### config.mk
export PLATFORM = sky130hd
export DESIGN_NAME = hs_serdes_config_reg
export DESIGN_NICKNAME = d
export VERILOG_FILES = /design/src/rtl/hs_serdes_cfg_pkg.sv /design/src/rtl/hs_serdes_config_reg.sv
export SDC_FILE = /design/constraint.sdc
export NUM_CORES = 1
export LEC_CHECK = 0
export ABC_AREA = 1
export BUFFER_PORTS_ARGS = -buffer_cell sky130_fd_sc_hd__buf_4
export CORE_UTILIZATION = 43
export CTS_BUF_LIST = sky130_fd_sc_hd__clkbuf_8
export CTS_CLUSTER_SIZE = 12
export DETAILED_ROUTE_END_ITERATION = 8
export PLACE_DENSITY = 0.8
export SLEW_MARGIN = 20
export SYNTH_ARGS = -nofsm -noshare
export SYNTH_HDL_FRONTEND = slang
export SYNTH_SLANG_ARGS = --single-unit
### constraint.sdc
create_clock -name REF_CLK -period 1.7 [get_ports REF_CLK]
set_clock_uncertainty 0.05 [all_clocks]
set_input_delay 0.085 -clock REF_CLK [delete_from_list [all_inputs] [get_ports REF_CLK]]
set_output_delay 0.085 -clock REF_CLK [all_outputs]
set_load 0.03 [all_outputs]
### src/rtl/hs_serdes_cfg_pkg.sv
// Constants and types of the high-speed serializer configuration register
// Contract
// - Decode PLL multiplier code; 0000,0001,1111 reserved
// - Control-two register at 0x03, 16 bits, 0xA444
// - Bits 15:12 swing code, reset 1010, table
// - Bit 10 transmitter enable, forced off by powerdown
// - Bit 2 receiver enable, forced off by powerdown
// - Bits 9:8 transmit rate divide select
// - Bits 1:0 receive rate, independent of transmit
// - Bits 7:6 gain loop attenuator mode
// - Bits 5:4 autozero calibration mode
// - Bit 11 reserved read-write, resets zero
// - PLL code at control-one bits 3:0, reset 1101
package hs_serdes_cfg_pkg;

    // ==========================================================
    // Register map (byte addresses)
    // Register numbers are word indices; byte address is four times
    localparam logic [5:0]  CTRL_GLOB_INDEX  = 6'h01;  // global power-down
    localparam logic [5:0]  CTRL_ONE_INDEX   = 6'h02;  // holds pll code
    localparam logic [5:0]  CTRL_TWO_INDEX   = 6'h03;
    localparam logic [7:0]  CTRL_ONE_OFFSET  = {CTRL_ONE_INDEX, 2'b00};
    localparam logic [7:0]  CTRL_TWO_OFFSET  = {CTRL_TWO_INDEX, 2'b00};
    localparam logic [7:0]  CTRL_GLOB_OFFSET = {CTRL_GLOB_INDEX, 2'b00};
    localparam logic [15:0] CTRL_TWO_RESET   = 16'hA444;
    localparam logic [3:0]  PLL_CODE_RESET   = 4'hD;
    localparam logic        GLOBAL_PD_RESET  = 1'b0;

    // ==========================================================
    // Field positions
    localparam int SWING_LSB   = 12;
    localparam int RSVD_BIT    = 11;
    localparam int TX_EN_BIT   = 10;
    localparam int TX_RATE_LSB = 8;
    localparam int GAIN_LSB    = 6;
    localparam int AZ_LSB      = 4;
    localparam int UNSCR_BIT   = 3;
    localparam int RX_EN_BIT   = 2;
    localparam int RX_RATE_LSB = 0;
    localparam int GLOBAL_PD_BIT = 15;

    typedef enum logic [1:0] {
        RATE_FULL, RATE_HALF, RATE_QUARTER, RATE_EIGHTH
    } rate_t;

    typedef enum logic [1:0] {
        GAIN_FREEZE_FIRST, GAIN_FREEZE_LOCKED, GAIN_FORCE_OFF, GAIN_FORCE_ON
    } gain_mode_t;

    typedef enum logic [1:0] {
        AZ_ON_RX_ENABLE, AZ_DISABLED, AZ_FORCED_UPDATE, AZ_FORCED_HOLD
    } az_mode_t;

endpackage : hs_serdes_cfg_pkg

### src/rtl/hs_serdes_config_reg.sv
// Serializer configuration register bank behind an AHB-Lite slave
`timescale 1ns/100ps
`default_nettype none
module hs_serdes_config_reg #(
    parameter int SYNC_STAGES = 2  // depth of the power-down pin synchroniser
) (
    input  wire logic        REF_CLK,
    input  wire logic        RESET,
    input  wire logic        HSEL,
    input  wire logic [7:0]  HADDR,
    input  wire logic [1:0]  HTRANS,
    input  wire logic        HWRITE,
    input  wire logic [2:0]  HSIZE,
    input  wire logic [31:0] HWDATA,
    input  wire logic        HREADY,
    output logic      [31:0] HRDATA,
    output logic             HREADYOUT,
    output logic             HRESP,
    input  wire logic        CHANNEL_POWERDOWN_N,
    output logic             TX_ENABLE,
    output logic             RX_ENABLE,
    output logic      [3:0]  TX_SWING_CODE,
    output logic      [10:0] TX_SWING_MV,
    output logic      [1:0]  TX_RATE_SELECT,
    output logic      [1:0]  RX_RATE_SELECT,
    output logic      [1:0]  GAIN_LOOP_MODE,
    output logic      [1:0]  AUTOZERO_CAL_MODE,
    output logic             UNSCRAMBLED_DATA_ENABLE,
    output logic      [3:0]  PLL_MULTIPLIER_CODE,
    output logic      [7:0]  PLL_MULT_X4,
    output logic             PLL_CODE_RESERVED
);

    // ==========================================================
    // Elaboration check
    // A single flop would let a metastable pin value reach the enables
    if (SYNC_STAGES < 2) begin : g_bad_sync
        $error("SYNC_STAGES must be two or more");
    end

    // ==========================================================
    // Local aliases of the reset words
    localparam logic [15:0] TWO_RST = hs_serdes_cfg_pkg::CTRL_TWO_RESET;
    localparam logic [3:0]  PLL_RST = hs_serdes_cfg_pkg::PLL_CODE_RESET;

    // ==========================================================
    // Register select decoded from a byte address
    typedef enum logic [1:0] {
        SEL_NONE,
        SEL_CTRL_ONE,
        SEL_CTRL_TWO,
        SEL_GLOBAL
    } reg_sel_t;

    // Shared by the write path and the read path so they never disagree
    function automatic reg_sel_t reg_sel(input logic [7:0] a);
        if (a == hs_serdes_cfg_pkg::CTRL_TWO_OFFSET) begin
            reg_sel = SEL_CTRL_TWO;
        end else if (a == hs_serdes_cfg_pkg::CTRL_ONE_OFFSET) begin
            reg_sel = SEL_CTRL_ONE;
        end else if (a == hs_serdes_cfg_pkg::CTRL_GLOB_OFFSET) begin
            reg_sel = SEL_GLOBAL;
        end else begin
            reg_sel = SEL_NONE;
        end
    endfunction : reg_sel

    // ==========================================================
    // Swing code to typical amplitude in mV
    // Typical values only; the analog corner spread is not modelled
    function automatic logic [10:0] swing_mv(input logic [3:0] c);
        case (c)
            4'h0: swing_mv = 11'h082;
            4'h1: swing_mv = 11'h0DC;
            4'h2: swing_mv = 11'h12C;
            4'h3: swing_mv = 11'h186;
            4'h4: swing_mv = 11'h1E0;
            4'h5: swing_mv = 11'h23A;
            4'h6: swing_mv = 11'h294;
            4'h7: swing_mv = 11'h2EE;
            4'h8: swing_mv = 11'h33E;
            4'h9: swing_mv = 11'h3A2;
            4'hA: swing_mv = 11'h3FC;
            4'hB: swing_mv = 11'h456;
            4'hC: swing_mv = 11'h49C;
            4'hD: swing_mv = 11'h4F6;
            4'hE: swing_mv = 11'h53C;
            default: swing_mv = 11'h578;
        endcase
    endfunction : swing_mv

    // Multiplier in quarter steps, zero marks a reserved code
    // Quarter steps keep 8.25x and 16.5x exact without a fraction
    function automatic logic [7:0] pll_x4(input logic [3:0] c);
        case (c)
            4'h2: pll_x4 = 8'h10;
            4'h3: pll_x4 = 8'h14;
            4'h4: pll_x4 = 8'h18;
            4'h5: pll_x4 = 8'h20;
            4'h6: pll_x4 = 8'h21;
            4'h7: pll_x4 = 8'h28;
            4'h8: pll_x4 = 8'h30;
            4'h9: pll_x4 = 8'h32;
            4'hA: pll_x4 = 8'h3C;
            4'hB: pll_x4 = 8'h40;
            4'hC: pll_x4 = 8'h42;
            4'hD: pll_x4 = 8'h50;
            4'hE: pll_x4 = 8'h64;
            default: pll_x4 = 8'h00;
        endcase
    endfunction : pll_x4

    // ==========================================================
    // Pin synchroniser; only the last stage is read by logic
    // Resets to powered down, so enables stay low until the pin is seen
    logic [SYNC_STAGES-1:0] pd_n_pipe_r;
    logic                   pd_n_sync;

    always_ff @(posedge REF_CLK) begin
        if (RESET) begin
            pd_n_pipe_r <= '0;
        end else begin
            pd_n_pipe_r <= {pd_n_pipe_r[SYNC_STAGES-2:0], CHANNEL_POWERDOWN_N};
        end
    end

    assign pd_n_sync = pd_n_pipe_r[SYNC_STAGES-1];

    // ==========================================================
    // Bus address phase capture; slave is always ready
    // Size is not checked: every register is one aligned word
    logic       wr_pend_r;
    logic [7:0] addr_r;
    logic       take;

    assign take = HSEL & HREADY & HTRANS[1];

    // Write flag lives for exactly one data phase
    always_ff @(posedge REF_CLK) begin
        if (RESET) begin
            wr_pend_r <= 1'b0;
        end else begin
            wr_pend_r <= take & HWRITE;
        end
    end

    // Address kept for the data phase, where write data arrives
    always_ff @(posedge REF_CLK) begin
        if (RESET) begin
            addr_r <= 8'h00;
        end else if (take) begin
            addr_r <= HADDR;
        end
    end

    // ==========================================================
    // Register storage
    // Stored bits change only by writes, never by power-down
    logic [15:0] ctrl_two_r;
    logic [3:0]  pll_code_r;
    logic        global_pd_r;
    reg_sel_t    wr_sel;

    assign wr_sel = reg_sel(addr_r);

    // Control-two word, all sixteen bits read-write
    always_ff @(posedge REF_CLK) begin
        if (RESET) begin
            ctrl_two_r <= TWO_RST;
        end else if (wr_pend_r && wr_sel == SEL_CTRL_TWO) begin
            ctrl_two_r <= HWDATA[15:0];
        end
    end

    // Multiplier code; other control-one bits are not kept here
    always_ff @(posedge REF_CLK) begin
        if (RESET) begin
            pll_code_r <= PLL_RST;
        end else if (wr_pend_r && wr_sel == SEL_CTRL_ONE) begin
            pll_code_r <= HWDATA[3:0];
        end
    end

    // Global power-down bit of the first register
    always_ff @(posedge REF_CLK) begin
        if (RESET) begin
            global_pd_r <= hs_serdes_cfg_pkg::GLOBAL_PD_RESET;
        end else if (wr_pend_r && wr_sel == SEL_GLOBAL) begin
            global_pd_r <= HWDATA[hs_serdes_cfg_pkg::GLOBAL_PD_BIT];
        end
    end

    // ==========================================================
    // Read data, registered; unmapped reads return zero
    logic [31:0] rd_nxt;
    reg_sel_t    rd_sel;

    always_comb begin
        rd_nxt = 32'h0000_0000;
        rd_sel = reg_sel(HADDR);
        if (rd_sel == SEL_CTRL_TWO) begin
            rd_nxt = {16'h0000, ctrl_two_r};
        end else if (rd_sel == SEL_CTRL_ONE) begin
            rd_nxt = {28'h0000000, pll_code_r};
        end else if (rd_sel == SEL_GLOBAL) begin
            rd_nxt = {16'h0000, global_pd_r, 15'h0000};
        end
    end

    // Read after a same-address write in the next cycle sees old data
    always_ff @(posedge REF_CLK) begin
        if (RESET) begin
            HRDATA <= 32'h0000_0000;
        end else begin
            HRDATA <= (take & ~HWRITE) ? rd_nxt : 32'h0000_0000;
        end
    end

    // No wait states: storage answers in one cycle
    always_ff @(posedge REF_CLK) begin
        if (RESET) begin
            HREADYOUT <= 1'b1;
        end else begin
            HREADYOUT <= 1'b1;
        end
    end

    // Unmapped addresses are ignored, so there is never an error
    always_ff @(posedge REF_CLK) begin
        if (RESET) begin
            HRESP <= 1'b0;
        end else begin
            HRESP <= 1'b0;
        end
    end

    // ==========================================================
    // Gated enables
    // Either power-down source wins over the stored enable bits
    logic pd_active;

    assign pd_active = ~pd_n_sync | global_pd_r;

    // Transmitter enable
    always_ff @(posedge REF_CLK) begin
        if (RESET) begin
            TX_ENABLE <= 1'b0;
        end else begin
            TX_ENABLE <= ctrl_two_r[hs_serdes_cfg_pkg::TX_EN_BIT]
                         & ~pd_active;
        end
    end

    // Receiver enable
    always_ff @(posedge REF_CLK) begin
        if (RESET) begin
            RX_ENABLE <= 1'b0;
        end else begin
            RX_ENABLE <= ctrl_two_r[hs_serdes_cfg_pkg::RX_EN_BIT]
                         & ~pd_active;
        end
    end

    // ==========================================================
    // Field views of the stored word
    logic [3:0]                   swing_f;
    logic [3:0]                   swing_rst;
    hs_serdes_cfg_pkg::rate_t     tx_rate_f;
    hs_serdes_cfg_pkg::rate_t     rx_rate_f;
    hs_serdes_cfg_pkg::gain_mode_t gain_f;
    hs_serdes_cfg_pkg::az_mode_t  az_f;

    assign swing_f   = ctrl_two_r[hs_serdes_cfg_pkg::SWING_LSB +: 4];
    assign swing_rst = TWO_RST[hs_serdes_cfg_pkg::SWING_LSB +: 4];
    assign tx_rate_f = hs_serdes_cfg_pkg::rate_t'(
        ctrl_two_r[hs_serdes_cfg_pkg::TX_RATE_LSB +: 2]);
    assign rx_rate_f = hs_serdes_cfg_pkg::rate_t'(
        ctrl_two_r[hs_serdes_cfg_pkg::RX_RATE_LSB +: 2]);
    assign gain_f    = hs_serdes_cfg_pkg::gain_mode_t'(
        ctrl_two_r[hs_serdes_cfg_pkg::GAIN_LSB +: 2]);
    assign az_f      = hs_serdes_cfg_pkg::az_mode_t'(
        ctrl_two_r[hs_serdes_cfg_pkg::AZ_LSB +: 2]);

    // ==========================================================
    // Decoded settings, each registered one cycle behind the word
    // Output swing code and its amplitude
    always_ff @(posedge REF_CLK) begin
        if (RESET) begin
            TX_SWING_CODE <= swing_rst;
            TX_SWING_MV   <= swing_mv(swing_rst);
        end else begin
            TX_SWING_CODE <= swing_f;
            TX_SWING_MV   <= swing_mv(swing_f);
        end
    end

    // Line rates; the two directions are fully independent
    always_ff @(posedge REF_CLK) begin
        if (RESET) begin
            TX_RATE_SELECT <= TWO_RST[hs_serdes_cfg_pkg::TX_RATE_LSB +: 2];
            RX_RATE_SELECT <= TWO_RST[hs_serdes_cfg_pkg::RX_RATE_LSB +: 2];
        end else begin
            TX_RATE_SELECT <= tx_rate_f;
            RX_RATE_SELECT <= rx_rate_f;
        end
    end

    // Receiver loop modes
    always_ff @(posedge REF_CLK) begin
        if (RESET) begin
            GAIN_LOOP_MODE    <= TWO_RST[hs_serdes_cfg_pkg::GAIN_LSB +: 2];
            AUTOZERO_CAL_MODE <= TWO_RST[hs_serdes_cfg_pkg::AZ_LSB +: 2];
        end else begin
            GAIN_LOOP_MODE    <= gain_f;
            AUTOZERO_CAL_MODE <= az_f;
        end
    end

    // Unscrambled data option; choosing it per rate is up to software
    always_ff @(posedge REF_CLK) begin
        if (RESET) begin
            UNSCRAMBLED_DATA_ENABLE <= TWO_RST[hs_serdes_cfg_pkg::UNSCR_BIT];
        end else begin
            UNSCRAMBLED_DATA_ENABLE <= ctrl_two_r[hs_serdes_cfg_pkg::UNSCR_BIT];
        end
    end

    // Multiplier code, its value in quarter steps and the reserved flag
    always_ff @(posedge REF_CLK) begin
        if (RESET) begin
            PLL_MULTIPLIER_CODE <= PLL_RST;
            PLL_MULT_X4         <= pll_x4(PLL_RST);
            PLL_CODE_RESERVED   <= (pll_x4(PLL_RST) == 8'h00);
        end else begin
            PLL_MULTIPLIER_CODE <= pll_code_r;
            PLL_MULT_X4         <= pll_x4(pll_code_r);
            PLL_CODE_RESERVED   <= (pll_x4(pll_code_r) == 8'h00);
        end
    end

endmodule : hs_serdes_config_reg
`default_nettype wire

==> out/qor.txt <==
STATUS
--------------------------------------------------------------------------------
Outcome                                                             finished with violations
Violations in the final reports                                     DRC, hold timing, setup timing

LOGIC SYNTHESIS
--------------------------------------------------------------------------------
Dominant cells by area after synthesis                              sky130_fd_sc_hd__dfxtp_1, sky130_fd_sc_hd__nand2_1, sky130_fd_sc_hd__ha_1
Number of register bits inferred by synthesis                                102
Dominant register cell in the synthesized netlist                   sky130_fd_sc_hd__dfxtp_1
Post-synthesis sequential area ratio                                      50.03%
Post-synthesis cell count                                                    502
Synthesized area                                                    0.004081 mm2
Count of warnings emitted by yosys                                             0
Share of Yosys cell area claimed by the top area cell type                50.03%
List of most frequent post-synthesis cells                          sky130_fd_sc_hd__dfxtp_1, sky130_fd_sc_hd__nand2_1, sky130_fd_sc_hd__inv_1, sky130_fd_sc_hd__nor2_1, sky130_fd_sc_hd__nand3_1
Post-Synthesis Mean Instance Area                                      8.130 um2
Cell with the most instances after synthesis                        sky130_fd_sc_hd__dfxtp_1
Post-synth ARST share                                                         0%
Top cell type by total area after synthesis                         sky130_fd_sc_hd__dfxtp_1
Number of flops mapped to enable cells by yosys                                0
Count of cell types in the netlist                                            26

DRT
--------------------------------------------------------------------------------
Routed metal-1 wirelength                                               4.005 mm
Antenna Nets Post-Route                                                        0
Detail-routed net length per standard cell                              13.06 um
WL met3                                                                   751 um
Starting DRT DRC Count                                                       287
Drt via density                                                            4.938
Uppermost layer routed                                                      met4
Met2 Routed Length                                                      4.806 mm
Detailed-router iteration count before antenna repair                          7
Post-detailed-routing wire length                                       9.850 mm
Number of design rule violations left after detail routing                     2
Overall via count from detail_route                                        3,723

FLOORPLANNING
--------------------------------------------------------------------------------
Std-Cell Rows                                                                 35
I/O pin count                                                                124
Die height                                                              99.43 um
Die Width                                                               99.43 um
Total core area                                                     0.009196 mm2
Die area                                                            0.009885 mm2
Starting utilization of the core area                                     44.38%

CRITICAL PATH
--------------------------------------------------------------------------------
Startpoint kind of the worst setup timing path                         flip-flop
R2R Setup Slk                                                           -0.09 ns
Cells on worst reg2reg path                                                   14
Worst reg2reg path startpoint                                          addr_r[1]
Most common cell type on the critical path                          sky130_fd_sc_hd__nand2_1
Start point of the critical path                                       addr_r[1]
Worst path max stage delay                                               0.35 ns
Type of destination of the critical path                               flip-flop
Critical-path cell list                                             inv_2 -> nand2_4 -> nor2_4 -> nand3_4 -> nand2_2 -> nand2_2 -> nand2_4 -> inv_4 -> ha_2 -> inv_1 -> nand3_1 -> nand2_1 -> nand2_1 -> nand2_1
Arrival time reported for the critical path endpoint                     2.05 ns
Crit Path Class                                                       reg -> reg
Critical-path maximum fanout                                                   6
Cell with the largest stage delay on the worst path                 sky130_fd_sc_hd__dfxtp_2
Worst Path Required                                                      1.96 ns

TIMING
--------------------------------------------------------------------------------
Min Hold Slack                                                      -0.003814 ns
Setup violation total in the final timing report                              15
Crit path time final                                                    1.795 ns
Top achievable clock speed                                             557.2 MHz
Final WS setup                                                       -0.09472 ns
Number of hold-slack violations in the final timing report                     1
Final Cycle Share                                                         105.6%
Max-slew violation count                                                       0
RSZ-0062 raised after global routing                                         yes

CLOCK NETWORK
--------------------------------------------------------------------------------
Maximum number of buffers from clock root to sink                              2
Deepest level of the CTS H-tree                                                3
Clock tree from TritonCTS                                                    yes
Number of buffers inserted during clock tree synthesis                         9
Clock tree root driver cell                                         sky130_fd_sc_hd__clkbuf_8
Latest clock arrival within the worst-skew pair                          0.36 ns
CTS sink count                                                               102
Clk slew on worst S/H paths                                              0.10 ns

PLACEMENT
--------------------------------------------------------------------------------
Worst-case setup slack after placement                               -0.08055 ns
Final weighted congestion of routability-driven global placement          0.8676
Number of port buffers                                                        83
Final HPWL from detailed placement                                      6.308 mm

CELLS AND AREA
--------------------------------------------------------------------------------
Nets                                                                         709
Antenna cells                                                                  0
Synthesis-to-layout area growth                                           42.03%
Fraction of layout cells with a size suffix above 1                       35.61%

GLOBAL ROUTING
--------------------------------------------------------------------------------
Largest net degree at the start of global routing                             40
Grt total ovfl                                                                 0
Wire length of the first global-routing pass                            14.53 mm
Number of antenna violations at the first check in global routing              0
Vias in the first global route                                             3,291
Total routing resource utilization after global routing                   18.51%

MIN PATH
--------------------------------------------------------------------------------
Cells on Worst Hold Path                                                       4
Class of the most critical hold timing path                            in -> reg

POWER
--------------------------------------------------------------------------------
Leakage power                                                           2.659 nW
Worst vdd ir                                                           0.4087 mV
Areal power density over the cells                                  771.8 mW/mm2

RUN
--------------------------------------------------------------------------------
Max-capacitance violation count                                                0

==> critical path: cells and delay by family, from the launching register on <==
kind                       cells  cell delay [ns]
buffers and inverters          3             0.20
and+or+nand+nor               10             0.96
DFF                            1             0.35
adders and majority gates      1             0.19
==> metal layers <==
metal	vias to the layer above	GRT usage, %
li1	1798	-
met1	1697	22.21
met2	203	32.91
met3	25	4.287
met4	0	5.543
met5	-	0
==> worst min-delay path by stage <==
stage / to / from / slack (ns)
after floorplan: pd_n_pipe_r[0] / CHANNEL_POWERDOWN_N / 0.14
after global placement: pd_n_pipe_r[0] / CHANNEL_POWERDOWN_N / 0.26
after detailed placement: ctrl_two_r[10] / HWDATA[10] / 0.27
after CTS: ctrl_two_r[0] / HWDATA[0] / 0.001
after global routing: HRDATA[15] / HADDR[3] / 0.03
final: HRDATA[15] / HADDR[3] / -0.004
==> report_power, final <==
group          internal (W)  leakage [nW]  switching (W)
clock network      0.000849         0.112       0.000841
registers           0.00240         0.829      0.0000141
logic              0.000148          1.72       0.000218
total               0.00340          2.66        0.00107
==> logic make-up after synthesis <==
group | after synthesis | share of synthesized area [%]
flops | 102 | 50.03
simple gates | 222 | 25.05
compound gates | 59 | 7.603
fa+ha+maj | 20 | 6.131
buf+inv | 97 | 11.01
other cells | 2 | 0.1840
==> what timing repair did <==
action | 4_1_cts | 5_1_grt
hold buffers | 20 | 0
buffers inserted | 5 | 8
endpoints found under the setup margin | 15 | 17
cloned | 0 | 0
endpoints found under the hold margin | 20 | 0
pin swaps | 10 | 30
resized for setup | 18 | 65
==> layout make-up <==
| type | instances | area [um2] |
|---|---|---|
| well taps | 111 | 138.9 |
| clock buffers | 9 | 123.9 |
| inverters | 64 | 260.3 |
| fillers | 680 | 3400 |
| repair buffers | 140 | 1129 |
| clock inverters | 7 | 105.1 |
| multi-input cells | 321 | 1984 |
| flip-flops and latches | 102 | 2056 |
==> through the flow <==
step	area, um2	instances	TNS (ns)	utilization, %	power [W]
after floorplan	4218	520	0	-	0.002658
after global placement	4964	705	-0.1475	53.97	0.002742
after detailed placement	4964	705	-0.5794	53.97	0.002748
after CTS	5502	746	-0.3178	59.82	0.004430
after global routing	5797	754	-2.028	63.03	0.004604
final	5797	754	-0.8628	63.03	0.004474
==> layout by cell type (no fill, tap or decap), drive strengths merged <==
cell type / instances
o211ai: 4
clkinv: 3
dfxtp: 102
nor2: 61
nor3b: 1
o21ai: 31
dlygate4sd3: 20
nor3: 8
nand3: 42
buf: 120
nor4: 1
nand2: 97
nand4: 2
conb: 20
or2: 10
inv: 65
clkbuf: 9
bufinv: 2
a21oi: 24
clkinvlp: 1
ha: 20
(Power assumes the default switching activity.)
